<file path="src/common/usi_params.svh">
// Offsets, field positions, reset values and counts of the serial status block
`ifndef USI_PARAMS_SVH
`define USI_PARAMS_SVH

// ==========================================
// Register offsets (byte addresses)
`define USI_OFF_STATUS 8'h04
`define USI_OFF_IRQ_EN 8'h08
`define USI_OFF_IRQ_FL 8'h0c

// ==========================================
// Event bit positions, shared by enable and flags
`define USI_BIT_RX_FERR 0
`define USI_BIT_RX_PAR 1
`define USI_BIT_CLEAR_TO_SEND_CHANGE_EVENT 2
`define USI_BIT_RX_OVERRUN_EVENT 3
`define USI_BIT_RX_THD 4
`define USI_BIT_TX_HALF_EMPTY_EVENT 6
`define USI_IRQ_IMPL_MASK 7'h5f

// ==========================================
// Status word bit positions
`define USI_ST_TX_BUSY 0
`define USI_ST_RX_BUSY 1
`define USI_ST_RX_EMPTY 4
`define USI_ST_RX_FULL 5
`define USI_ST_TX_EMPTY 6
`define USI_ST_TX_FULL 7
`define USI_ST_RX_LVL_LSB 8

// ==========================================
// FIFO figures
`define USI_FIFO_DEPTH 4'h8
`define USI_TX_HALF 4'h4

// ==========================================
// Reset values
`define USI_IRQ_EN_RST 7'h00
`define USI_IRQ_FL_RST 7'h00
`define USI_STAT_RST 10'h014
`define USI_CTS_RST 1'h0
`define USI_TX_LVL_RST 4'h0

`endif

</file>
<file path="src/common/usi_pkg.sv">
// Types of the serial status and interrupt-enable block
`default_nettype none
package usi_pkg;

   typedef logic [6:0] usi_irq_t;
   typedef logic [3:0] usi_lvl_t;

   // Line-side receive events, one-cycle pulses
   typedef struct packed {
      logic threshold;
      logic overrun;
      logic parity_err;
      logic frame_err;
   } usi_rx_evt_s;

   // Sampled status snapshot
   typedef struct packed {
      usi_lvl_t rx_lvl;
      logic tx_full;
      logic tx_empty;
      logic rx_full;
      logic rx_empty;
      logic rx_busy;
      logic tx_busy;
   } usi_stat_s;

endpackage
`default_nettype wire

</file>
<file path="src/rtl/usi_status_irq.sv">
// Serial port status reporting, event flags and interrupt enables
`timescale 1ns/1ps
`default_nettype none
`include "usi_params.svh"

module usi_status_irq (
   input wire logic clk_sys,
   input wire logic rst,
   input wire logic [7:0] reg_addr,
   input wire logic [31:0] reg_wdata,
   input wire logic reg_wr,
   input wire logic reg_rd,
   output logic [31:0] reg_rdata,
   input wire logic [3:0] rx_level_in,
   input wire logic [3:0] tx_level_in,
   input wire logic rx_busy_in,
   input wire logic tx_busy_in,
   input wire logic cts_in,
   input wire usi_pkg::usi_rx_evt_s rx_evt,
   output logic irq
);

   // ==========================================
   // Status snapshot
   usi_pkg::usi_stat_s stat_ff;
   usi_pkg::usi_stat_s nxt_stat;
   usi_pkg::usi_lvl_t rx_lvl_clip;
   usi_pkg::usi_lvl_t tx_lvl_clip;

   // Out-of-range levels from the FIFO never reach software
   usi_lvl_clip #(
      .W(4)
   ) rx_clip_u (
      .lvl_in(rx_level_in),
      .ceil_in(`USI_FIFO_DEPTH),
      .lvl_out(rx_lvl_clip)
   );

   usi_lvl_clip #(
      .W(4)
   ) tx_clip_u (
      .lvl_in(tx_level_in),
      .ceil_in(`USI_FIFO_DEPTH),
      .lvl_out(tx_lvl_clip)
   );

   always_comb begin
      nxt_stat.rx_lvl = rx_lvl_clip;
      nxt_stat.tx_full = (tx_lvl_clip == `USI_FIFO_DEPTH);
      nxt_stat.tx_empty = (tx_lvl_clip == 4'h0);
      nxt_stat.rx_full = (rx_lvl_clip == `USI_FIFO_DEPTH);
      nxt_stat.rx_empty = (rx_lvl_clip == 4'h0);
      nxt_stat.rx_busy = rx_busy_in;
      nxt_stat.tx_busy = tx_busy_in;
   end

   always_ff @(posedge clk_sys) begin
      if (rst) begin
         stat_ff <= `USI_STAT_RST;
      end else begin
         stat_ff <= nxt_stat;
      end
   end

   // ==========================================
   // Event detection from line-side history
   logic cts_ff;
   logic nxt_cts;
   usi_pkg::usi_lvl_t tx_lvl_ff;
   usi_pkg::usi_lvl_t nxt_tx_lvl;
   logic tx_half_empty_event;
   logic clear_to_send_change_event;
   usi_pkg::usi_irq_t evt_vec;

   always_comb begin
      nxt_cts = cts_in;
      nxt_tx_lvl = tx_lvl_clip;
      // Fires once as the level drops through half, not while it sits there
      tx_half_empty_event = (tx_lvl_ff > `USI_TX_HALF) &&
                            (tx_lvl_clip <= `USI_TX_HALF);
      clear_to_send_change_event = (cts_ff != cts_in);
      evt_vec = 7'h00;
      evt_vec[`USI_BIT_TX_HALF_EMPTY_EVENT] = tx_half_empty_event;
      evt_vec[`USI_BIT_RX_THD] = rx_evt.threshold;
      evt_vec[`USI_BIT_RX_OVERRUN_EVENT] = rx_evt.overrun;
      evt_vec[`USI_BIT_CLEAR_TO_SEND_CHANGE_EVENT] = clear_to_send_change_event;
      evt_vec[`USI_BIT_RX_PAR] = rx_evt.parity_err;
      evt_vec[`USI_BIT_RX_FERR] = rx_evt.frame_err;
   end

   always_ff @(posedge clk_sys) begin
      if (rst) begin
         cts_ff <= `USI_CTS_RST;
         tx_lvl_ff <= `USI_TX_LVL_RST;
      end else begin
         cts_ff <= nxt_cts;
         tx_lvl_ff <= nxt_tx_lvl;
      end
   end

   // ==========================================
   // Interrupt enable and flag registers
   usi_pkg::usi_irq_t serial_irq_enable_ff;
   usi_pkg::usi_irq_t nxt_serial_irq_enable;
   usi_pkg::usi_irq_t serial_irq_flags_ff;
   usi_pkg::usi_irq_t nxt_serial_irq_flags;
   logic wr_en_hit;
   logic wr_fl_hit;
   usi_pkg::usi_irq_t w1c_vec;

   always_comb begin
      wr_en_hit = reg_wr && (reg_addr == `USI_OFF_IRQ_EN);
      wr_fl_hit = reg_wr && (reg_addr == `USI_OFF_IRQ_FL);
      w1c_vec = 7'h00;
      if (wr_fl_hit) begin
         w1c_vec = reg_wdata[6:0] & `USI_IRQ_IMPL_MASK;
      end
      nxt_serial_irq_enable = serial_irq_enable_ff;
      if (wr_en_hit) begin
         // Reserved positions stay zero whatever is written
         nxt_serial_irq_enable = reg_wdata[6:0] &
                                 `USI_IRQ_IMPL_MASK;
      end
   end

   always_ff @(posedge clk_sys) begin
      if (rst) begin
         serial_irq_enable_ff <= `USI_IRQ_EN_RST;
         serial_irq_flags_ff <= `USI_IRQ_FL_RST;
      end else begin
         serial_irq_enable_ff <= nxt_serial_irq_enable;
         serial_irq_flags_ff <= nxt_serial_irq_flags;
      end
   end

   // ==========================================
   // Interrupt output
   usi_pkg::usi_irq_t irq_pend;

   // Position 5 is reserved: never a flag, never pending
   assign nxt_serial_irq_flags[5] = 1'b0;
   assign irq_pend[5] = 1'b0;

   usi_irq_bit #(
      .POS(`USI_BIT_TX_HALF_EMPTY_EVENT)
   ) tx_half_empty_event_bit_u (
      .flags_in(serial_irq_flags_ff),
      .enable_in(serial_irq_enable_ff),
      .evt_in(evt_vec),
      .clr_in(w1c_vec),
      .nxt_flag(nxt_serial_irq_flags[`USI_BIT_TX_HALF_EMPTY_EVENT]),
      .pend(irq_pend[`USI_BIT_TX_HALF_EMPTY_EVENT])
   );

   usi_irq_bit #(
      .POS(`USI_BIT_RX_THD)
   ) rx_thd_bit_u (
      .flags_in(serial_irq_flags_ff),
      .enable_in(serial_irq_enable_ff),
      .evt_in(evt_vec),
      .clr_in(w1c_vec),
      .nxt_flag(nxt_serial_irq_flags[`USI_BIT_RX_THD]),
      .pend(irq_pend[`USI_BIT_RX_THD])
   );

   usi_irq_bit #(
      .POS(`USI_BIT_RX_OVERRUN_EVENT)
   ) rx_overrun_event_bit_u (
      .flags_in(serial_irq_flags_ff),
      .enable_in(serial_irq_enable_ff),
      .evt_in(evt_vec),
      .clr_in(w1c_vec),
      .nxt_flag(nxt_serial_irq_flags[`USI_BIT_RX_OVERRUN_EVENT]),
      .pend(irq_pend[`USI_BIT_RX_OVERRUN_EVENT])
   );

   usi_irq_bit #(
      .POS(`USI_BIT_CLEAR_TO_SEND_CHANGE_EVENT)
   ) cts_bit_u (
      .flags_in(serial_irq_flags_ff),
      .enable_in(serial_irq_enable_ff),
      .evt_in(evt_vec),
      .clr_in(w1c_vec),
      .nxt_flag(nxt_serial_irq_flags[`USI_BIT_CLEAR_TO_SEND_CHANGE_EVENT]),
      .pend(irq_pend[`USI_BIT_CLEAR_TO_SEND_CHANGE_EVENT])
   );

   usi_irq_bit #(
      .POS(`USI_BIT_RX_PAR)
   ) rx_par_bit_u (
      .flags_in(serial_irq_flags_ff),
      .enable_in(serial_irq_enable_ff),
      .evt_in(evt_vec),
      .clr_in(w1c_vec),
      .nxt_flag(nxt_serial_irq_flags[`USI_BIT_RX_PAR]),
      .pend(irq_pend[`USI_BIT_RX_PAR])
   );

   usi_irq_bit #(
      .POS(`USI_BIT_RX_FERR)
   ) rx_ferr_bit_u (
      .flags_in(serial_irq_flags_ff),
      .enable_in(serial_irq_enable_ff),
      .evt_in(evt_vec),
      .clr_in(w1c_vec),
      .nxt_flag(nxt_serial_irq_flags[`USI_BIT_RX_FERR]),
      .pend(irq_pend[`USI_BIT_RX_FERR])
   );

   always_comb begin
      irq = |irq_pend;
   end

   // ==========================================
   // Register read port
   logic [31:0] rdata_ff;
   logic [31:0] nxt_rdata;
   logic [31:0] stat_word;

   always_comb begin
      stat_word = 32'h0000_0000;
      stat_word[`USI_ST_TX_BUSY] = stat_ff.tx_busy;
      stat_word[`USI_ST_RX_BUSY] = stat_ff.rx_busy;
      stat_word[`USI_ST_RX_EMPTY] = stat_ff.rx_empty;
      stat_word[`USI_ST_RX_FULL] = stat_ff.rx_full;
      stat_word[`USI_ST_TX_EMPTY] = stat_ff.tx_empty;
      stat_word[`USI_ST_TX_FULL] = stat_ff.tx_full;
      stat_word[`USI_ST_RX_LVL_LSB +: 4] = stat_ff.rx_lvl;
      // Data stands only in the cycle after the strobe
      nxt_rdata = 32'h0000_0000;
      if (reg_rd) begin
         case (reg_addr)
            `USI_OFF_STATUS: begin
               nxt_rdata = stat_word;
            end
            `USI_OFF_IRQ_EN: begin
               nxt_rdata = {25'h0000000, serial_irq_enable_ff};
            end
            `USI_OFF_IRQ_FL: begin
               nxt_rdata = {25'h0000000, serial_irq_flags_ff};
            end
            default: begin
               nxt_rdata = 32'h0000_0000;
            end
         endcase
      end
   end

   always_ff @(posedge clk_sys) begin
      if (rst) begin
         rdata_ff <= 32'h0000_0000;
      end else begin
         rdata_ff <= nxt_rdata;
      end
   end

   assign reg_rdata = rdata_ff;

endmodule

// ==========================================
// Level clipper, shared by both FIFO levels
module usi_lvl_clip #(
   parameter int W = 4
) (
   input wire logic [W-1:0] lvl_in,
   input wire logic [W-1:0] ceil_in,
   output logic [W-1:0] lvl_out
);
   always_comb begin
      if (lvl_in > ceil_in) begin
         lvl_out = ceil_in;
      end else begin
         lvl_out = lvl_in;
      end
   end
endmodule

// ==========================================
// One event flag with its enable gate
module usi_irq_bit #(
   parameter int POS = 0
) (
   input wire logic [6:0] flags_in,
   input wire logic [6:0] enable_in,
   input wire logic [6:0] evt_in,
   input wire logic [6:0] clr_in,
   output logic nxt_flag,
   output logic pend
);
   always_comb begin
      // Set beats clear so an event in the clearing cycle survives
      nxt_flag = (flags_in[POS] & ~clr_in[POS]) | evt_in[POS];
      pend = flags_in[POS] & enable_in[POS];
   end
endmodule
`default_nettype wire

</file>
<file path="config.mk">
export PLATFORM = sky130hd
export DESIGN_NAME = usi_status_irq
export DESIGN_NICKNAME = d
export VERILOG_FILES = /design/src/common/usi_pkg.sv /design/src/rtl/usi_status_irq.sv
export VERILOG_INCLUDE_DIRS = /design/src /design/src/common
export SDC_FILE = /design/constraint.sdc
export NUM_CORES = 1
export LEC_CHECK = 0
export BUFFER_PORTS_ARGS = -buffer_cell sky130_fd_sc_hd__buf_2
export CAP_MARGIN = 0
export CELL_PAD_IN_SITES_DETAIL_PLACEMENT = 0
export CELL_PAD_IN_SITES_GLOBAL_PLACEMENT = 1
export CORE_MARGIN = 1.5
export CORE_UTILIZATION = 34
export CTS_BUF_LIST = sky130_fd_sc_hd__clkbuf_8 sky130_fd_sc_hd__clkbuf_16
export CTS_CLUSTER_SIZE = 20
export DETAILED_ROUTE_END_ITERATION = 8
export PLACE_DENSITY_LB_ADDON = 0.1
export SLEW_MARGIN = 20
export SYNTH_ARGS = -nofsm -noshare
export SYNTH_HDL_FRONTEND = slang
export SYNTH_HIERARCHICAL = 1
export SYNTH_SLANG_ARGS = --single-unit
</file>
<file path="constraint.sdc">
create_clock -name clk_sys -period 2.9 [get_ports clk_sys]
set_input_delay 0.29 -clock clk_sys [delete_from_list [all_inputs] [get_ports clk_sys]]
set_output_delay 0.29 -clock clk_sys [all_outputs]
set_load 0.02 [all_outputs]
</file>
---- After elaboration in Yosys (flattened, before gate mapping) ----
Cells that the tools add are included.
storage, ports and cells
  bits of input ports ..................... 59
  flip-flop bits (word level) ............. 60
  output and inout port bits .............. 33
  word-level logic and storage cells ...... 59
cells by class
  eq/ne operators ......................... 6
  reductions and logical operators ........ 7
  order comparisons ....................... 4
  bitwise logic cells ..................... 25
  mux-type cells .......................... 4
operators with widths
  cell                                                             count
  one-hot mux 12 bit (3 select lines)                              1
  equality test 8 x 4 -> 1 bit (second input constant)             2
  AND 1 bit                                                        12
  equality test 4 bit (second input constant)                      2
  equality test 8 x 3 -> 1 bit (second input constant)             1
  > comparator 4 bit (second input constant)                       2
  logical NOT 4 bit                                                2
  2-to-1 mux 4 bit                                                 2
  2-to-1 mux 7 bit                                                 1
  NOT 1 bit                                                        7
  bitwise OR 1 bit                                                 6
  OR reduction 6 bit                                               1
  > comparator 4 x 3 -> 1 bit (second input constant)              1
  less-or-equal comparator 4 x 3 -> 1 bit (second input constant)  1
  logical AND 1 bit                                                3
  OR reduction 2 bit                                               1
  inequality test 1 bit                                            1

---- Logic depth before layout (Yosys ltp) ----
Gate-level depths: netlist of the first run.
  word-level depth ........................ 6
  gate-level depth with buffers ........... 10
  gate-level depth less buffers ........... 10

---- Hierarchy ----
The synthesis of the first run kept the hierarchy.
modules (own cells, without submodules)
  module          area each (um^2)  cells an instance  times used  seq. area each (um^2)
  usi_status_irq  1589.0            154                1           780.7
  usi_lvl_clip    171.4             17                 2           0.0
  usi_irq_bit     17.5              3                  6           0.0

---- Worst setup path before layout of the first run ----
OpenSTA, ideal clock, no wires.
  path kind ............................... input port to flip-flop
  from .................................... input port tx_level_in[3]
  to ...................................... register serial_irq_flags_ff[6]
  setup time .............................. 0.066 ns
  data required time ...................... 2.834 ns
  setup slack ............................. 0.752 ns
  stages .................................. 8
  arrival time ............................ 2.082 ns
  path through ............................ ha_1 and4_2 a21oi_4 mux2_1 or2_2 a221oi_1 a21o_1 nor2b_1
between the ends
  cells in the longest elaborated chain, start to end .. 5
ends and longest elaborated chain
  item                                               RTL line               RTL
  start, declared                                    usi_status_irq.sv:15   input wire logic [3:0] tx_level_in,
  > comparator 4 bit                                 usi_status_irq.sv:271  if (lvl_in > ceil_in) begin
  2-to-1 mux 4 bit                                   usi_status_irq.sv:271
  via nxt_tx_lvl[1]                                  usi_status_irq.sv:70   usi_pkg::usi_lvl_t nxt_tx_lvl;
  less-or-equal comparator 4 x 3 -> 1 bit (no line)  n/a
  logical AND 1 bit                                  usi_status_irq.sv:79   tx_half_empty_event = (tx_lvl_ff > `USI_TX_HALF) &&
  via tx_half_empty_event                            usi_status_irq.sv:71   logic tx_half_empty_event;
  bitwise OR 1 bit                                   usi_status_irq.sv:293  nxt_flag = (flags_in[POS] & ~clr_in[POS]) | evt_in[POS];
  via nxt_serial_irq_flags[6]                        usi_status_irq.sv:106  usi_pkg::usi_irq_t nxt_serial_irq_flags;
  end signal, assigned                               usi_status_irq.sv:129  serial_irq_flags_ff <= `USI_IRQ_FL_RST;
  end signal, assigned                               usi_status_irq.sv:132  serial_irq_flags_ff <= nxt_serial_irq_flags;
  end, declared                                      usi_status_irq.sv:105  usi_pkg::usi_irq_t serial_irq_flags_ff;
The timed path passes the listed nets, and every way through them passes these cells.
A chain may end at the register's enable or synchronous reset.

---- Final worst setup path of the first run ----
Same ends and word-level chain as after synthesis.

==> impl_metrics.yaml, run 1 <==
cts:
  htree_levels: 2
  cts_buffers: 5
  numClockSinks: 39
  clock-root-buffer: "clkbuf_8"
  post_cts_resized: 0
  cts_tree: "done"
  post_cts_buffers: 0
  clock_path_buffers: 2
  clock_latency_ps: 280
  hold_buffers: 0
  clk_pin_slew_ps: 70
cells_and_area:
  antenna_cells: 0
  fillerInstances: 613
  area_growth_pct: 20.3
  drive_gt1_share_pct: 28.5
  design_area_um2: 2450
  fin_nets: 336
yosys:
  synth_commonest_cells: "39 x dfxtp_1, 21 x buf_4, 18 x nor2b_1, 17 x inv_1, 16 x and2_1"
  synth_edf_count: 0
  synth_top_area_cell: "dfxtp_1"
  synth_top_area_share_pct: 38.3
  synthArstFlopShare_pct: 0
  synth_cells: 206
  ys_types: 41
  synthFlopType: "dfxtp_1"
  synth_area_um2: 2040
  synth_seq_area_share_pct: 38.3
  synth.most_common_cell: "dfxtp_1"
  avgSynthCellArea_um2: 9.89
  ys_warn_count: 6
  yosys-top-cells-area: "dfxtp_1 38%, buf_4 7.7%, nor2b_1 5.5%, and2_1 4.9%, ha_1 4.9%"
  synth-seq-cells: 39
worst_setup_path:
  arrival_ps: 2330
  endpoint_kind: "flop"
  cp_slowest_cell: "mux2_1"
  start_kind: "input port"
  crit_path_max_incr_delay_ps: 350
  critical_path_class: "input port to flop"
  cp_cell_sequence: "buf_2, ha_1, and4_2, a21oi_4, mux2_1, or2_2, a221oi_1, a21o_1, nor2b_1"
  crit_fanout: 4
  critPathBufInv: 1
  required_ps: 3120
  path_delay_family: "simple AND/OR/NAND/NOR gates"
power_and_ir_drop:
  powerDensity_nw_per_um2: 514
  ir_drop_mv: 0.201
  power_leakage_uw: 0.00114
sta:
  setup_violations: 0
  fin_crit_sh_pct: 72.7
  slew_violations: 0
  rsz0062_at_grt: "no"
  tns_ps: 0
  clock.fmax_mhz: 474
  skew_ps: 5.25
  fin_crit_ps: 2110
  hold_viol: 0
floorplanning:
  fp.dieArea_um2: 6460
  die_w_um: 80.4
  die_h_um: 80.4
  boundaryPins: 92
  core_region_area_um2: 5850
  fp-row-count: 28
  start_util_pct: 34.8
global_routing:
  antenna_found_initial: 0
  grt_pass1_wl_um: 6210
  grt_pass1_vias: 1373
  grt.overflow.total: 0
  track_usage_pct: 12.6
  grt_max_degree: 26
flow_run:
  max_cap_viol_count: 0
outcome:
  outcome: "finished clean"
detailed_routing:
  ant_nets: 0
  routed_wl_um: 3680
  first_iter_violations: 52
  vias: 1463
  drc: 0
  wl_per_cell_um: 10.7
  dr.pass1.iters: 4
  vias_per_cell: 4.24
place:
  placement.io_buffers: 45
  gp_congestion: 0.763
  dpl-instance-area_um2: 2320
  place_hpwl_um: 2860
min_path:
  hold_class: "input port to flop"
==> stage by stage <==
| step | total power, uW | hold slack [ps] | setup WS (ps) | cells | utilization, % |
|---|---|---|---|---|---|
| 5_1_grt | 1330 | 207 | 672 | 345 | 41.9 |
| 2_1_floorplan | 729 | 362 | 752 | 240 | - |
| 3_3_place_gp | 756 | 409 | 507 | 337 | 39.6 |
| 4_1_cts | 1280 | 208 | 798 | 345 | 41.9 |
| 6_report | 1260 | 210 | 791 | 345 | 41.9 |
| 3_5_place_dp | 756 | 411 | 507 | 337 | 39.6 |
==> cell type report <==
class	instances	area, um^2	area share [%]
Multi-Input combinational cell	157	1120	45.9
Sequential cell	39	781	31.9
Timing Repair Buffer	49	255	10.4
Tap cell	75	93.8	3.83
Clock buffer	5	68.8	2.81
Clock inverter	3	63.8	2.60
Inverter	17	63.8	2.60
==> registers in the layout, indices dropped and copies added (netlist names) <==
register              flops
reg_rdata                12
serial_irq_enable_ff      6
serial_irq_flags_ff       6
stat_ff                  10
tx_lvl_ff                 4
cts_ff                    1
==> cell usage in the layout, fill, tap and decap left out, types with 4 or more instances in the layout <==
| cell | n |
|---|---|
| mux2_2 | 4 |
| ha_1 | 8 |
| nor2_1 | 5 |
| buf_2 | 45 |
| dfxtp_1 | 39 |
| a21oi_1 | 8 |
| inv_1 | 18 |
| a22oi_1 | 4 |
| buf_4 | 4 |
| o31ai_1 | 7 |
| a21o_1 | 6 |
| clkbuf_8 | 5 |
| nand4_1 | 6 |
| and2_1 | 16 |
| mux2_1 | 6 |
| nor2b_1 | 18 |
| conb_1 | 36 |
==> power by group <==
group / internal, uW / switching [uW] / leakage (uW)
Combinational: 79.9 / 96.9 / 0.000747
Sequential: 558 / 8.40 / 0.000320
Clock: 340 / 177 / 0.0000695
==> layer usage <==
layer | GRT usage (%) | vias up | wire length (um)
li1 | - | 774 | -
met1 | 17.4 | 646 | 1890
met2 | 18.7 | 41 | 1540
met3 | 3.41 | 2 | 215
met4 | 4.14 | 0 | 31
met5 | 0 | - | 0
==> path summary, 6_finish.rpt <==
kind / endpoint / startpoint / cells past startpoint / slack [ps]
max: serial_irq_flags_ff[6]$_SDFF_PP0_ / tx_level_in[3] / 9 / 790
min: stat_ff[1]$_SDFF_PP0_ / rx_busy_in / 2 / 210
max reg2reg: serial_irq_flags_ff[6]$_SDFF_PP0_ / tx_lvl_ff[0]$_SDFF_PP0_ / 4 / 1940
min reg2reg: reg_rdata[5]$_SDFF_PP0_ / stat_ff[3]$_SDFF_PP0_ / 1 / 430
==> cell families (layout without fill, tap and decap cells) <==
kind of cell,count (synthesis),after routing,synth area share (%)
and+or+nand+nor,66,66,23.1
buffers and inverters,44,74,12.7
DFF,39,39,38.3
AOI/OAI and AO/OA,32,32,12.2
muxes,14,14,7.98
adders and majority gates,8,8,4.91
other,2,36,0.369
xor gates and xnor gates,1,1,0.430
(Power assumes the default switching activity.)
==> run 2: changes to the inputs <==
--- a/config.mk
+++ b/config.mk
@@ -11,7 +11,7 @@
 export CELL_PAD_IN_SITES_DETAIL_PLACEMENT = 0
 export CELL_PAD_IN_SITES_GLOBAL_PLACEMENT = 1
 export CORE_MARGIN = 1.5
-export CORE_UTILIZATION = 34
+export CORE_UTILIZATION = 31
 export CTS_BUF_LIST = sky130_fd_sc_hd__clkbuf_8 sky130_fd_sc_hd__clkbuf_16
 export CTS_CLUSTER_SIZE = 20
 export DETAILED_ROUTE_END_ITERATION = 8
==> constraint.sdc (replaced) <==
create_clock -name clk_sys -period 1.7 [get_ports clk_sys]
set_input_delay 0.17 -clock clk_sys [delete_from_list [all_inputs] [get_ports clk_sys]]
set_output_delay 0.17 -clock clk_sys [all_outputs]
set_load 0.02 [all_outputs]
==> run 2 against run 1 <==
Effect of this change: the run now ends with negative setup slack left; global-route usage is 0.72 points lower; clock-buffer cell count is 1 higher; final cell count is 5.5% higher; total power is 68% higher; die area is 9.3% higher; critical endpoint unchanged.
==> impl_metrics.yaml, run 2 (synthesized netlist as in run 1, its figures left out) <==
outcome:
  outcome: "finished, violations left"
  violations: "negative setup slack"
worst_setup_path:
  arrival_ps: 1930
  cp_slowest_cell: "mux2_4"
  critical_path_class: "input port to flop"
  path_delay_family: "compound AO/OA/AOI/OAI gates"
  required_ps: 1920
  regToRegStartpoint: "tx_lvl_ff[0]$_SDFF_PP0_"
  crit_fanout: 3
  endpoint_kind: "flop"
  crit_start: "tx_level_in[1]"
  crit_path_max_incr_delay_ps: 320
  critPathBufInv: 1
  cp_cell_sequence: "buf_6, ha_4, nor2b_4, o211ai_2, a21oi_4, mux2_4, or2_4, a221oi_2, a21o_1, nor2b_1"
  start_kind: "input port"
min_path:
  min_from: "rx_busy_in"
  hold_class: "input port to flop"
detailed_routing:
  routed_wl_um: 3990
  first_iter_violations: 34
  wl_met1_um: 2060
  top_layer_used: "met4"
  route.met2.wl_um: 1660
  wl_per_cell_um: 11.0
  wl_met3_um: 214
  dr.pass1.iters: 4
  vias_per_cell: 4.23
  vias: 1539
  drc: 0
  ant_nets: 0
floorplanning:
  core_region_area_um2: 6350
  boundaryPins: 92
  start_util_pct: 32.1
  die_w_um: 84.1
  fp.dieArea_um2: 7070
  fp-row-count: 29
  die_h_um: 84.1
cts:
  cts_tree: "done"
  hold_buffers: 0
  cts_buffers: 5
  numClockSinks: 39
  htree_levels: 2
  clock_path_buffers: 2
  post_cts_buffers: 0
  clock_latency_ps: 290
  clk_pin_slew_ps: 70
  clock-root-buffer: "clkbuf_8"
sta:
  clock.fmax_mhz: 586
  slew_violations: 0
  fin_ws_ps: -6.41
  hold_viol: 0
  rsz0062_at_grt: "yes"
  fin_crit_ps: 1710
  fin_crit_sh_pct: 100
  setup_violations: 1
  skew_ps: 5.34
power_and_ir_drop:
  p_total_uw: 2120
  power_leakage_uw: 0.00122
  ir_drop_mv: 0.363
  powerDensity_nw_per_um2: 810
global_routing:
  grt_pass1_wl_um: 6740
  grt_max_degree: 25
  grt.overflow.total: 0
  antenna_found_initial: 0
  grt_pass1_vias: 1462
  track_usage_pct: 11.8
cells_and_area:
  largest_reg_flops: 12
  drive_gt1_share_pct: 35.2
  register_area_um2: 781
  final_cell_mix: "44 x buf_2, 39 x dfxtp_1, 36 x conb_1"
  fin_nets: 353
  multi_input_area_um2: 1170
  area_growth_pct: 28.6
  final_common_cell: "buf_2"
  fillerInstances: 664
  instances_no_fill: 364
  antenna_cells: 0
place:
  placement.io_buffers: 45
  place_hpwl_um: 3140
  dp.cells: 356
  gp_congestion: 0.683
flow_run:
  max_cap_viol_count: 0
[run 2: cell count changes in the layout (fill, tap and decap cells not counted), sizes merged]
cell    delta
buf       +17
bufinv     -1
clkbuf     +1
clkinv     +1
inv        -1
[run 2: routing by layer]
layer,track usage (%),vias to the layer above
met5,0,-
met4,4.02,0
met3,3.07,6
met1,17.0,677
li1,-,810
met2,17.0,46
[run 2: worst paths after layout]
check | endpoint | slack [ps] | cells past startpoint
min | stat_ff[1]$_SDFF_PP0_ | 90 | 2
min reg2reg | reg_rdata[7]$_SDFF_PP0_ | 420 | 1
max | serial_irq_flags_ff[6]$_SDFF_PP0_ | -6 | 10
max reg2reg | serial_irq_flags_ff[6]$_SDFF_PP0_ | 710 | 4
[run 2: timing repair]
action / 4_1_cts / 5_1_grt
cloned: 0 / 0
pin swaps: 5 / 2
endpoints found under the setup margin: 1 / 3
gates resized for setup: 1 / 0
[run 2: through the flow]
| stage | hold WS (ps) | setup slack (ps) | cell area, um^2 | util, % | TNS [ps] |
|---|---|---|---|---|---|
| after detailed placement | 392 | -367 | 2500 | 39.3 | -1450 |
| after CTS | 84.9 | -34.2 | 2620 | 41.3 | -34.2 |
| final | 87.0 | -6.41 | 2620 | 41.3 | -6.41 |
| after floorplan | 242 | -182 | 2210 | - | -182 |
| after global placement | 379 | -331 | 2500 | 39.3 | -1300 |
| after global routing | 99.1 | -46.8 | 2620 | 41.3 | -46.8 |
[run 2: area by class of cell]
class                           instances  share of cell area, %
Tap cell                               77                   3.68
Sequential cell                        39                   29.8
Timing Repair Buffer                   66                   14.9
Inverter                               17                   2.44
Clock buffer                            6                   3.15
Clock inverter                          2                   1.34
Multi-Input combinational cell        157                   44.7
[run 2: worst reg2reg max path, stage by stage (launching register included)]
cell and delay (ps):
dfxtp_1 300, o21ai_0 210, a221oi_2 100, a21o_1 150
nor2b_1 120
[run 2: power by group]
| part | switching, uW | internal [uW] | total (uW) | leakage [uW] |
|---|---|---|---|---|
| combinational | 183 | 188 | 370 | 0.000840 |
| clock | 311 | 475 | 786 | 0.0000612 |
| sequential | 15.6 | 951 | 966 | 0.000320 |
